<file path="src/inc/servo_status_pkg.sv">
// Constants shared by the servo feedback and status logic
package servo_status_pkg;
  // Clock and time base
  localparam int CLK_PERIOD_PS     = 8000;
  localparam longint FILT_PERIOD_PS = 64'd26210000000; // 26.21 ms
  localparam int FILT_SAMPLES      = 512;
  localparam int FILT_SHIFT        = 9;
  localparam int FILT_PERIOD_CYC   = int'(FILT_PERIOD_PS / CLK_PERIOD_PS);
  localparam int RAW_PERIOD_CYC    = FILT_PERIOD_CYC / FILT_SAMPLES;
  // 0.5588 rpm per step equals 8 angle counts per raw sample
  localparam int RAW_SHIFT         = 3;

  // Widths
  localparam int ANGLE_W  = 24;
  localparam int TURN_W   = 12;
  localparam int SPEED_W  = 16;
  localparam int CUR_W    = 16;
  localparam int FREQ_W   = 16;
  localparam int TEMP_W   = 12;
  localparam int STEP_W   = 32;
  localparam int SYNC_N   = 3;
  localparam int PIN_W    = 21;

  // Synchronised pin vector layout
  localparam int PIN_HALL_U  = 0;
  localparam int PIN_HALL_V  = 1;
  localparam int PIN_HALL_W  = 2;
  localparam int PIN_STEP    = 3;
  localparam int PIN_DIR     = 4;
  localparam int PIN_ENABLE  = 5;
  localparam int PIN_DIP_LO  = 6;
  localparam int PIN_ROT_LO  = 10;
  localparam int PIN_MOD_LO  = 14;
  localparam int PIN_SPARE   = 19;

  // Hall weights
  localparam int HALL_W_BIT = 2;
  localparam int HALL_V_BIT = 1;
  localparam int HALL_U_BIT = 0;

  // PWM switch thresholds, current in hundredths of peak, freq in cHz
  localparam logic [6:0]  CUR_HI_PCT  = 7'h35; // 53 %
  localparam logic [6:0]  CUR_LO_PCT  = 7'h20; // 32 %
  localparam logic [6:0]  PCT_DIV     = 7'h64; // 100
  localparam logic [FREQ_W-1:0] FREQ_LO_CHZ = 16'h0122; // 2.90 Hz
  localparam logic [FREQ_W-1:0] FREQ_HI_CHZ = 16'h01DD; // 4.77 Hz

  // Encoder detail fault codes
  localparam logic [2:0] ENC_SENSOR_ERR = 3'h1;
  localparam logic [2:0] ENC_MTURN_ERR  = 3'h3;

  localparam logic [3:0] ROT_MAX = 4'h9;

  // Reset values
  localparam logic PERMIT_RST = 1'h1;

  typedef enum logic {RATE_BASE, RATE_HALF} pwm_rate_t;
endpackage : servo_status_pkg

</file>
<file path="src/core/servo_feedback_status_logic.sv">
// Servo drive feedback, step counting, PWM rate and status logic
`timescale 1ns/1ps
`default_nettype none

module servo_feedback_status_logic
  import servo_status_pkg::*;
#(
  parameter int          RAW_SAMPLE_CYCLES = RAW_PERIOD_CYC,
  parameter logic [3:0]  LOGIC_HW_REV      = 4'h1,
  parameter logic [23:0] LOGICWARE_VER     = 24'h030041,
  // Arbitrary set of defined model codes, one bit per code
  parameter logic [31:0] MODEL_VALID_MASK  = 32'h0000007F
) (
  input  wire  logic                     clk,
  input  wire  logic                     srst,
  // Pins: opto inputs are high while current flows in the diode
  input  wire  logic                     hallLineU,
  input  wire  logic                     hallLineV,
  input  wire  logic                     hallLineW,
  input  wire  logic                     stepOptoCurrent,
  input  wire  logic                     dirOptoCurrent,
  input  wire  logic                     enableOptoCurrent,
  input  wire  logic [3:0]               dipSwitchPins,
  input  wire  logic [3:0]               rotarySwitchPins,
  input  wire  logic [4:0]               modelCodePins,
  // Same-domain feedback from the encoder receiver and current loop
  input  wire  logic                     encSampleValid,
  input  wire  logic [ANGLE_W-1:0]       encAngle,
  input  wire  logic [TURN_W-1:0]        encTurns,
  input  wire  logic [2:0]               encFaultCode,
  input  wire  logic [CUR_W-1:0]         motorCurrentMag,
  input  wire  logic [CUR_W-1:0]         drivePeakCurrent,
  input  wire  logic [FREQ_W-1:0]        commFreqCentiHz,
  input  wire  logic signed [TEMP_W-1:0] heatsinkTemperature,
  input  wire  logic signed [TEMP_W-1:0] heatsinkTripTemperature,
  input  wire  logic                     stepDirSelected,
  input  wire  logic                     softwarePowerPermitWr,
  input  wire  logic                     softwarePowerPermitData,
  input  wire  logic                     softwareFaultClear,
  // Status
  output logic [2:0]                     hallState,
  output logic                           stepPulseInputState,
  output logic                           enableInputState,
  output logic [STEP_W-1:0]              stepCount,
  output logic                           reducedSwitchingRateFlag,
  output logic                           softwarePowerPermit,
  output logic                           powerStageOn,
  output logic [ANGLE_W-1:0]             shaftAnglePosition,
  output logic signed [TURN_W-1:0]       shaftTurnCount,
  output logic signed [SPEED_W-1:0]      rawShaftSpeed,
  output logic signed [SPEED_W-1:0]      filteredShaftSpeed,
  output logic [3:0]                     logicHwRevision,
  output logic [23:0]                    logicwareVersion,
  output logic [4:0]                     modelCode,
  output logic                           modelConfigError,
  output logic [3:0]                     dipSwitchSetting,
  output logic [3:0]                     rotarySwitchSetting,
  output logic                           encoderSensorError,
  output logic                           encoderMultiTurnFault,
  output logic                           heatsinkOverTempFault
);

  ////////////////////////////////////////////////////////////////////////////
  // Pin synchronisers: three stages, a change counts when 2 and 3 agree

  logic [PIN_W-1:0] pinRaw;
  logic [PIN_W-1:0] pinS1_q;
  logic [PIN_W-1:0] pinS2_q;
  logic [PIN_W-1:0] pinS3_q;
  logic [PIN_W-1:0] pin_q;
  logic [PIN_W-1:0] pinPrev_q;

  assign pinRaw = {2'h0, modelCodePins, rotarySwitchPins, dipSwitchPins,
                   enableOptoCurrent, dirOptoCurrent, stepOptoCurrent,
                   hallLineW, hallLineV, hallLineU};

  genvar gi;
  generate
    for (gi = 0; gi < PIN_W; gi++) begin : g_sync
      always_ff @(posedge clk) begin
        if (srst) begin
          pinS1_q[gi]   <= 1'b0;
          pinS2_q[gi]   <= 1'b0;
          pinS3_q[gi]   <= 1'b0;
          pin_q[gi]     <= 1'b0;
          pinPrev_q[gi] <= 1'b0;
        end else begin
          pinS1_q[gi] <= pinRaw[gi];
          pinS2_q[gi] <= pinS1_q[gi];
          pinS3_q[gi] <= pinS2_q[gi];
          if (pinS2_q[gi] == pinS3_q[gi]) begin
            pin_q[gi] <= pinS3_q[gi];
          end
          pinPrev_q[gi] <= pin_q[gi];
        end
      end
    end
  endgenerate

  ////////////////////////////////////////////////////////////////////////////
  // Hall, opto and switch read-back

  always_ff @(posedge clk) begin
    if (srst) begin
      hallState           <= 3'h0;
      stepPulseInputState <= 1'b1;
      enableInputState    <= 1'b1;
      dipSwitchSetting    <= 4'h0;
      rotarySwitchSetting <= 4'h0;
      modelCode           <= 5'h00;
      modelConfigError    <= 1'b0;
    end else begin
      hallState[HALL_W_BIT] <= pin_q[PIN_HALL_W];
      hallState[HALL_V_BIT] <= pin_q[PIN_HALL_V];
      hallState[HALL_U_BIT] <= pin_q[PIN_HALL_U];
      stepPulseInputState   <= ~pin_q[PIN_STEP];
      enableInputState      <= ~pin_q[PIN_ENABLE];
      // An open contact pulls its pin high
      dipSwitchSetting <= pin_q[PIN_DIP_LO +: 4];
      // Codes past 9 are contact bounce between detents; keep the last
      if (pin_q[PIN_ROT_LO +: 4] <= ROT_MAX) begin
        rotarySwitchSetting <= pin_q[PIN_ROT_LO +: 4];
      end
      modelCode        <= pin_q[PIN_MOD_LO +: 5];
      modelConfigError <= ~MODEL_VALID_MASK[pin_q[PIN_MOD_LO +: 5]];
    end
  end

  ////////////////////////////////////////////////////////////////////////////
  // Step counting

  logic stepEdge;
  assign stepEdge = pinPrev_q[PIN_STEP] & ~pin_q[PIN_STEP];

  always_ff @(posedge clk) begin
    if (srst) begin
      stepCount <= '0;
    end else if (stepDirSelected && stepEdge) begin
      // No current on direction counts up
      if (pin_q[PIN_DIR]) begin
        stepCount <= stepCount - 1'b1;
      end else begin
        stepCount <= stepCount + 1'b1;
      end
    end
  end

  ////////////////////////////////////////////////////////////////////////////
  // PWM rate with hysteresis

  logic [CUR_W+6:0] curScaled_q;
  logic [CUR_W+6:0] hiLimit_q;
  logic [CUR_W+6:0] loLimit_q;
  pwm_rate_t        rate_q;

  always_ff @(posedge clk) begin
    if (srst) begin
      curScaled_q <= '0;
      hiLimit_q   <= '0;
      loLimit_q   <= '0;
    end else begin
      curScaled_q <= motorCurrentMag * PCT_DIV;
      hiLimit_q   <= drivePeakCurrent * CUR_HI_PCT;
      loLimit_q   <= drivePeakCurrent * CUR_LO_PCT;
    end
  end

  always_ff @(posedge clk) begin
    if (srst) begin
      rate_q <= RATE_BASE;
    end else begin
      unique case (rate_q)
        RATE_BASE: begin
          if (curScaled_q > hiLimit_q && commFreqCentiHz < FREQ_LO_CHZ) begin
            rate_q <= RATE_HALF;
          end
        end
        RATE_HALF: begin
          if (curScaled_q < loLimit_q || commFreqCentiHz > FREQ_HI_CHZ) begin
            rate_q <= RATE_BASE;
          end
        end
      endcase
    end
  end

  always_ff @(posedge clk) begin
    if (srst) begin
      reducedSwitchingRateFlag <= 1'b0;
    end else begin
      reducedSwitchingRateFlag <= (rate_q == RATE_HALF);
    end
  end

  ////////////////////////////////////////////////////////////////////////////
  // Power enable, latched heat sink fault and encoder fault flags

  always_ff @(posedge clk) begin
    if (srst) begin
      softwarePowerPermit <= PERMIT_RST;
    end else if (softwarePowerPermitWr) begin
      softwarePowerPermit <= softwarePowerPermitData;
    end
  end

  always_ff @(posedge clk) begin
    if (srst) begin
      heatsinkOverTempFault <= 1'b0;
    end else if (heatsinkTemperature >= heatsinkTripTemperature) begin
      heatsinkOverTempFault <= 1'b1;
    end else if (softwareFaultClear) begin
      heatsinkOverTempFault <= 1'b0;
    end
  end

  always_ff @(posedge clk) begin
    if (srst) begin
      encoderSensorError    <= 1'b0;
      encoderMultiTurnFault <= 1'b0;
    end else begin
      encoderSensorError    <= (encFaultCode == ENC_SENSOR_ERR);
      encoderMultiTurnFault <= (encFaultCode == ENC_MTURN_ERR);
    end
  end

  // A latched fault also holds the power stage off until cleared
  always_ff @(posedge clk) begin
    if (srst) begin
      powerStageOn <= 1'b0;
    end else begin
      powerStageOn <= pin_q[PIN_ENABLE] && softwarePowerPermit
                      && !heatsinkOverTempFault;
    end
  end

  ////////////////////////////////////////////////////////////////////////////
  // Position capture and speed

  logic [ANGLE_W-1:0] angle_q;
  logic [ANGLE_W-1:0] rawRef_q;
  logic [ANGLE_W-1:0] filtRef_q;
  logic [ANGLE_W-1:0] rawDiff;
  logic [ANGLE_W-1:0] filtDiff;
  logic [31:0]        rawTimer_q;
  logic [FILT_SHIFT-1:0] rawIdx_q;
  logic               rawTick;
  logic               filtTick;

  assign rawTick  = (rawTimer_q == 32'(RAW_SAMPLE_CYCLES - 1));
  assign filtTick = rawTick && (rawIdx_q == FILT_SHIFT'(FILT_SAMPLES - 1));
  assign rawDiff  = angle_q - rawRef_q;
  assign filtDiff = angle_q - filtRef_q;

  always_ff @(posedge clk) begin
    if (srst) begin
      angle_q            <= '0;
      shaftAnglePosition <= '0;
      shaftTurnCount     <= '0;
    end else if (encSampleValid) begin
      // Upper 16 bits are counts, low 8 bits the fraction
      angle_q            <= encAngle;
      shaftAnglePosition <= encAngle;
      shaftTurnCount     <= encTurns;
    end
  end

  always_ff @(posedge clk) begin
    if (srst) begin
      rawTimer_q <= '0;
      rawIdx_q   <= '0;
    end else if (rawTick) begin
      rawTimer_q <= '0;
      rawIdx_q   <= rawIdx_q + 1'b1;
    end else begin
      rawTimer_q <= rawTimer_q + 1'b1;
    end
  end

  // Wrapping 24-bit differences give the right sign across zero angle
  always_ff @(posedge clk) begin
    if (srst) begin
      rawRef_q      <= '0;
      rawShaftSpeed <= '0;
    end else if (rawTick) begin
      rawRef_q      <= angle_q;
      rawShaftSpeed <= SPEED_W'($signed(rawDiff) >>> RAW_SHIFT);
    end
  end

  // Span of 512 raw periods divided by 512 equals their mean
  always_ff @(posedge clk) begin
    if (srst) begin
      filtRef_q          <= '0;
      filteredShaftSpeed <= '0;
    end else if (filtTick) begin
      filtRef_q          <= angle_q;
      filteredShaftSpeed <= SPEED_W'($signed(filtDiff)
                                     >>> (RAW_SHIFT + FILT_SHIFT));
    end
  end

  ////////////////////////////////////////////////////////////////////////////
  // Identity

  always_ff @(posedge clk) begin
    if (srst) begin
      logicHwRevision  <= 4'h0;
      logicwareVersion <= 24'h000000;
    end else begin
      logicHwRevision  <= LOGIC_HW_REV;
      logicwareVersion <= LOGICWARE_VER;
    end
  end

endmodule : servo_feedback_status_logic

`default_nettype wire

</file>
<file path="config.mk">
export PLATFORM = sky130hd
export DESIGN_NAME = servo_feedback_status_logic
export DESIGN_NICKNAME = d
export VERILOG_FILES = /design/src/inc/servo_status_pkg.sv /design/src/core/servo_feedback_status_logic.sv
export SDC_FILE = /design/constraint.sdc
export NUM_CORES = 1
export LEC_CHECK = 0
export BUFFER_PORTS_ARGS = -buffer_cell sky130_fd_sc_hd__buf_2
export CAP_MARGIN = 40
export CORE_MARGIN = 2
export CORE_UTILIZATION = 58
export CTS_BUF_LIST = sky130_fd_sc_hd__clkbuf_16
export DETAILED_ROUTE_END_ITERATION = 7
export PLACE_DENSITY = 0.77
export SLEW_MARGIN = 20
export SYNTH_ARGS = -nofsm -noshare
export SYNTH_HDL_FRONTEND = slang
export SYNTH_SLANG_ARGS = --single-unit
</file>
<file path="constraint.sdc">
create_clock -name clk -period 4.33 [get_ports clk]
set_clock_uncertainty 0.1 [all_clocks]
set_input_delay 0.2165 -clock clk [delete_from_list [all_inputs] [get_ports clk]]
set_output_delay 0.2165 -clock clk [all_outputs]
set_load 0.005 [all_outputs]
</file>
* Word-level counts from Yosys, hierarchy flattened
Memories as Yosys holds them, arrays and structs flattened.
Index checks and enable logic that the tools add are counted.
** Cells by class
- Add/subtract/negate cells :: 6
- Multipliers :: 2
- $lt $le $gt $ge :: 7
- Eq/ne operators :: 23
- Mux-type cells :: 9
- Bitwise logic cells :: 5
- Reduce and logical (&&, ||, !) cells :: 9
** Operators with widths (count)
- 32-bit by 1-bit adder with 32-bit output, second input constant :: 2
- 32-bit by 13-bit == test with 1-bit output, second input constant :: 1
- 32-bit 2-to-1 mux :: 1
- 32-bit by 1-bit subtractor with 32-bit output, second input constant :: 1
- 24-bit subtractor :: 1
- 23-bit greater-than comparator :: 1
- 23-bit < comparator :: 1
- 16-bit by 6-bit multiplier with 22-bit output, second input constant :: 1
- 16-bit by 5-bit multiplier with 21-bit output, second input constant :: 1
- 1-bit == test :: 19
- 19-bit subtractor :: 1
- 18-bit 2-to-1 mux :: 1
- 16-bit by 9-bit greater-than comparator with 1-bit output, second input constant :: 1
- 16-bit by 9-bit < comparator with 1-bit output, second input constant :: 1
- 12-bit >= comparator :: 1
- 9-bit by 1-bit adder with 9-bit output, second input constant :: 1
- 9-bit == test, second input constant :: 1
- 5-bit by 6-bit < comparator with 1-bit output, second input constant :: 1
- 1-bit 2-to-1 mux :: 6
- 1-bit logical AND :: 5
- 4-bit less-or-equal comparator, second input constant :: 1
- 1-bit inverter :: 4
- 3-bit by 1-bit == test with 1-bit output, second input constant :: 1
- 3-bit by 2-bit == test with 1-bit output, second input constant :: 1
- other kinds (6) :: 6
** Word-level totals
- Bits in registers :: 380
- Memory bits (read-only) :: 32
- Output and inout bits :: 153
- Word-level logic and storage cells :: 170
- Memories kept :: 1
** Memory list
- (no name shown) :: words 32, bits a word 1, rd ports 1, clocked after memory_dff 0, wr ports 0, RTL line servo_feedback_status_logic.sv:125 : modelConfigError <= ~MODEL_VALID_MASK[pin_q[PIN_MOD_LO +: 5]];

* Depth between registers and ports, before layout
- Depth in word-level cells :: 4
- Depth in mapped cells :: 16

* Worst setup path before layout
No wires, ideal clock.
- Path type :: input port to flip-flop
- Start point :: in drivePeakCurrent[7]
- End point :: reg hiLimit_q[20]
- Setup time :: 128 ps
- Arrival :: 3538 ps
- Data required time :: 4102 ps
- Slack :: 565 ps
- Stages on the path :: 16
- Path buffers :: 0
- Cell sequence :: ha_1 fa_1 inv_1 fa_1 inv_1 ha_1 a21o_1 a21o_1 a21o_1 a21oi_1 a21boi_1 o21ai_1 a21o_1 a21oi_1 xor2_1 nor2_1
** Between the ends
- Longest elaborated chain between the ends :: 1
** RTL lines
- start, declared :: RTL line servo_feedback_status_logic.sv:32 : input wire logic [CUR_W-1:0] drivePeakCurrent,
- 16-bit by 6-bit multiplier with 22-bit output :: RTL line servo_feedback_status_logic.sv:163 : hiLimit_q <= drivePeakCurrent * CUR_HI_PCT;
- end signal, assigned :: RTL line servo_feedback_status_logic.sv:163
- end, declared :: RTL line servo_feedback_status_logic.sv:152 : logic [CUR_W+6:0] hiLimit_q;
No other way between the ends.
A chain may end at the register's enable or synchronous reset.

* Worst setup path after layout
Same ends and word-level chain as after synthesis.

==> metrics.txt <==
crit end category flop; post-CTS setup repair buffer count 0; vias in the first global route roughly 15k; Clock transition at path regs 50 ps; Ys Warns 0; Avg WL per Cell 14.6 um; Max Cap Violations 0; EDFF count, synth 0; Clk Tree Root Cell clkbuf_16; TritonCTS Buffers 38; Initial Util approximately three fifths; most common cell after layout, fill and taps aside dfxtp_1; # port buffers 265; Synth Register Bits 341; FP Rows 65; CP top delay family adder cells; cell count after synthesis 2,146; DRT Wirelength between 40,000 and 50,000 um; via/cell ratio 5.34; # fillers 2,368; Die X-Extent 184 um; static leakage ~11 nW; Mean Syn Cell Area 8.77 um^2; register area share after synthesis 36.3%; WS Path Type input pin to flop; status finished clean; CP required approximately 4600 ps; pwr dens 391 nW/um^2; Sum Neg Setup Slack 0 ps; CP Buf/Inv Count 4; Netlist cell types 79; worst relative slew slack 40.1%; TritonCTS Sinks 341; antenna violations before repair 3; Area Growth Syn to Fin 20.1%; DR DRC count 0; hpwl dp a little under 30,000 um; first-pass GRT wire length 69,900 um; vias 15.5k; TritonCTS clock tree built; FF+latch area 6830 um^2; Final Hold Viols 0; Max Buffers Root-to-Sink 3; Iter 0 DRT Violations 753; worst path cell trace dlygate4sd3_1 > buf_2 > ha_1 > fa_1 > inv_1 > fa_1 > inv_1 > ha_1 > a21o_1 > a21o_1 > a21o_1 > a21oi_2 > a21boi_4 > o21ai_1 > a21o_1 > a21oi_2 > xor2_1 > nor2_1; power share of the clock group 37.7%; CP max stage delay 550 ps; die height roughly 180 um; post-route clock period utilization between 90% and 100%; grt ovf 0; Arrival @ worst endpoint 4420 ps; Flop pwr share 38.6%; CP max FO 5; largest net degree at the start of global routing 152; Overall Global Routing Usage 24.7%; CP startpoint kind input pin; Slew @ Worst Pin 899 ps; type of the worst min-delay path input pin to flop; Switch Pwr 2.52 mW; die area 33,900 um^2; Slew Limit Fails 0; Int Power approximately 6.3 mW; worst vdd ir ~300 uV; CORE AREA 31,700 um^2; drt first pass iters 7; CTS H-Tree Depth 2; Multi-input gate area 10,900 um^2; slowest cell on the critical path fa_1; mapped cell area approximately 19,000 um^2; clk_lat worst skew 520 ps; DRT antenna net count 0; async set-reset flop share out of synthesis 0%; non-filler instance count after layout slightly below 3k; share of post-route cells with drive strength above 1 14.5%; predominant post-synthesis flop cell dfxtp_1; final core occ 71.2%; Combinational Power Share 23.7%; Max Fclk 241 MHz; most frequent CP cell a21o_1; Inst Count DP 2,754; gpl congestion 0.858; io pins 290; fin crit period just over 4000 ps; sw frac between 20 and 30%; final setup fails 0; # nets final 2,880; hold_ws between 90 and 100 ps; most frequent cells in the layout dfxtp_1 (341), buf_2 (265), nand2_1 (262), ha_1 (229), inv_1 (201); total chip power between 8 and 9 mW
-- Yosys cell counts (3+ instances only) --
cell        n  area [um^2]
o31a_1      3         26.3
clkbuf_1   56          210
xor2_1     58          508
nor3_1     20          100
o21a_1     14          105
or3_1      10         62.6
o21ai_0    45          225
a221oi_1    3         26.3
buf_1       3         11.3
nor2b_1   108          676
buf_2       3         15.0
and3_1     14         87.6
mux2i_1    39          390
a31oi_1     8         50.1
nand2b_1   17          106
a211oi_1   12         90.1
nand4_1    15         93.8
nor4_1     10         62.6
ha_1      229         2870
and2_1      8         50.1
fa_1       37          741
o21ai_1    21          105
o21bai_1    9         67.6
a21o_1     47          353
a41oi_1     3         26.3
a21boi_1    4         30.0
buf_4      32          240
nor2_1    162          608
inv_1     199          747
nand3_1    32          160
o31ai_1     3         22.5
nand2_1   262          983
and4_1      4         35.0
dfxtp_1   341         6830
nor3b_1     7         52.6
xnor2_1    56          490
o41ai_1     3         26.3
a21oi_1   190          951
nand4b_1    3         26.3
-- sequential cells by signal, indices dropped and copies added, names as in the netlist, 9 cells and up --
register / flops
rawTimer_q: 32
stepCount: 32
filtRef_q: 24
shaftAnglePosition: 24
hiLimit_q: 22
curScaled_q: 21
pinS1_q: 19
pinS2_q: 19
pinS3_q: 19
pin_q: 19
rawRef_q: 19
rawShaftSpeed: 16
loLimit_q: 14
filteredShaftSpeed: 12
shaftTurnCount: 12
rawIdx_q: 9
-- kinds of logic after synthesis --
family                     share of synthesized area (%)
and+or+nand+nor                                     17.3
AOI/OAI and AO/OA                                   13.2
DFF                                                 36.3
buffers and inverters                               6.66
adders and majority gates                           19.2
xor gates and xnor gates                            5.31
muxes                                               2.07
other                                             0.0199
-- worst register-to-register path, stage by stage (launching register included) --
cell and delay [ps]:
dfxtp_1 330, buf_4 250, ha_1 360, a21oi_1 280, o21ai_1 120, a211o_1 320
a21oi_1 130, nand2_1 110, o41ai_1 540, o21a_1 220, xor2_1 160, o31ai_1 90
-- stage by stage --
step / instance area (um^2) / setup WS (ps)
3_5_place_dp: 20400 / 133
3_3_place_gp: 20300 / 244
4_1_cts: 22600 / 78.3
5_1_grt: 22600 / -16.1
2_1_floorplan: 18900 / 565
6_report: 22600 / 188
-- repair_timing --
action | 4_1_cts | 5_1_grt
hold buffers | 85 | 0
resized for setup | 0 | 5
hold endpoints to repair | 81 | 0
endpoints found under the setup margin | 0 | 3
-- area by class of cell --
cell class | count | area share, %
clock inverter | 31 | 1.50
antenna | 1 | 0.0111
timing repair buffer | 365 | 10.3
tap | 402 | 2.23
multi-input combinational | 1530 | 48.0
inverter | 201 | 3.35
clock buffer | 39 | 4.32
sequential | 341 | 30.2
-- per-layer routing --
metal / share of wire, % / track usage (%) / vias to the layer above
met2: 49 / 44.7 / 400
li1: - / - / 7809
met3: 5.7 / 4.92 / 94
met1: 43 / 29.5 / 7242
met5: 0.056 / 0 / -
met4: 2.9 / 7.74 / 4
-- power groups by stage --
stage / clock [mW] / combinational (mW) / sequential, mW
final: 3.33 / 2.09 / 3.41
after CTS: 3.39 / 2.05 / 3.42
after floorplan: 0 / 1.53 / 3.45
after global placement: 0 / 1.88 / 3.48
after detailed placement: 0 / 1.96 / 3.48
after global routing: 3.52 / 2.38 / 3.43
-- path summary, 6_finish.rpt --
path | start | end | slack, ps | cells after the start
worst min register to register | pin_q[5] | enableInputState | 320 | 1
worst max register to register | pin_q[4] | stepCount[30] | 1170 | 11
worst max-delay path | drivePeakCurrent[7] | hiLimit_q[20] | 190 | 18
worst min-delay path | encSampleValid | shaftAnglePosition[19] | 100 | 3
(Power assumes the default switching activity.)
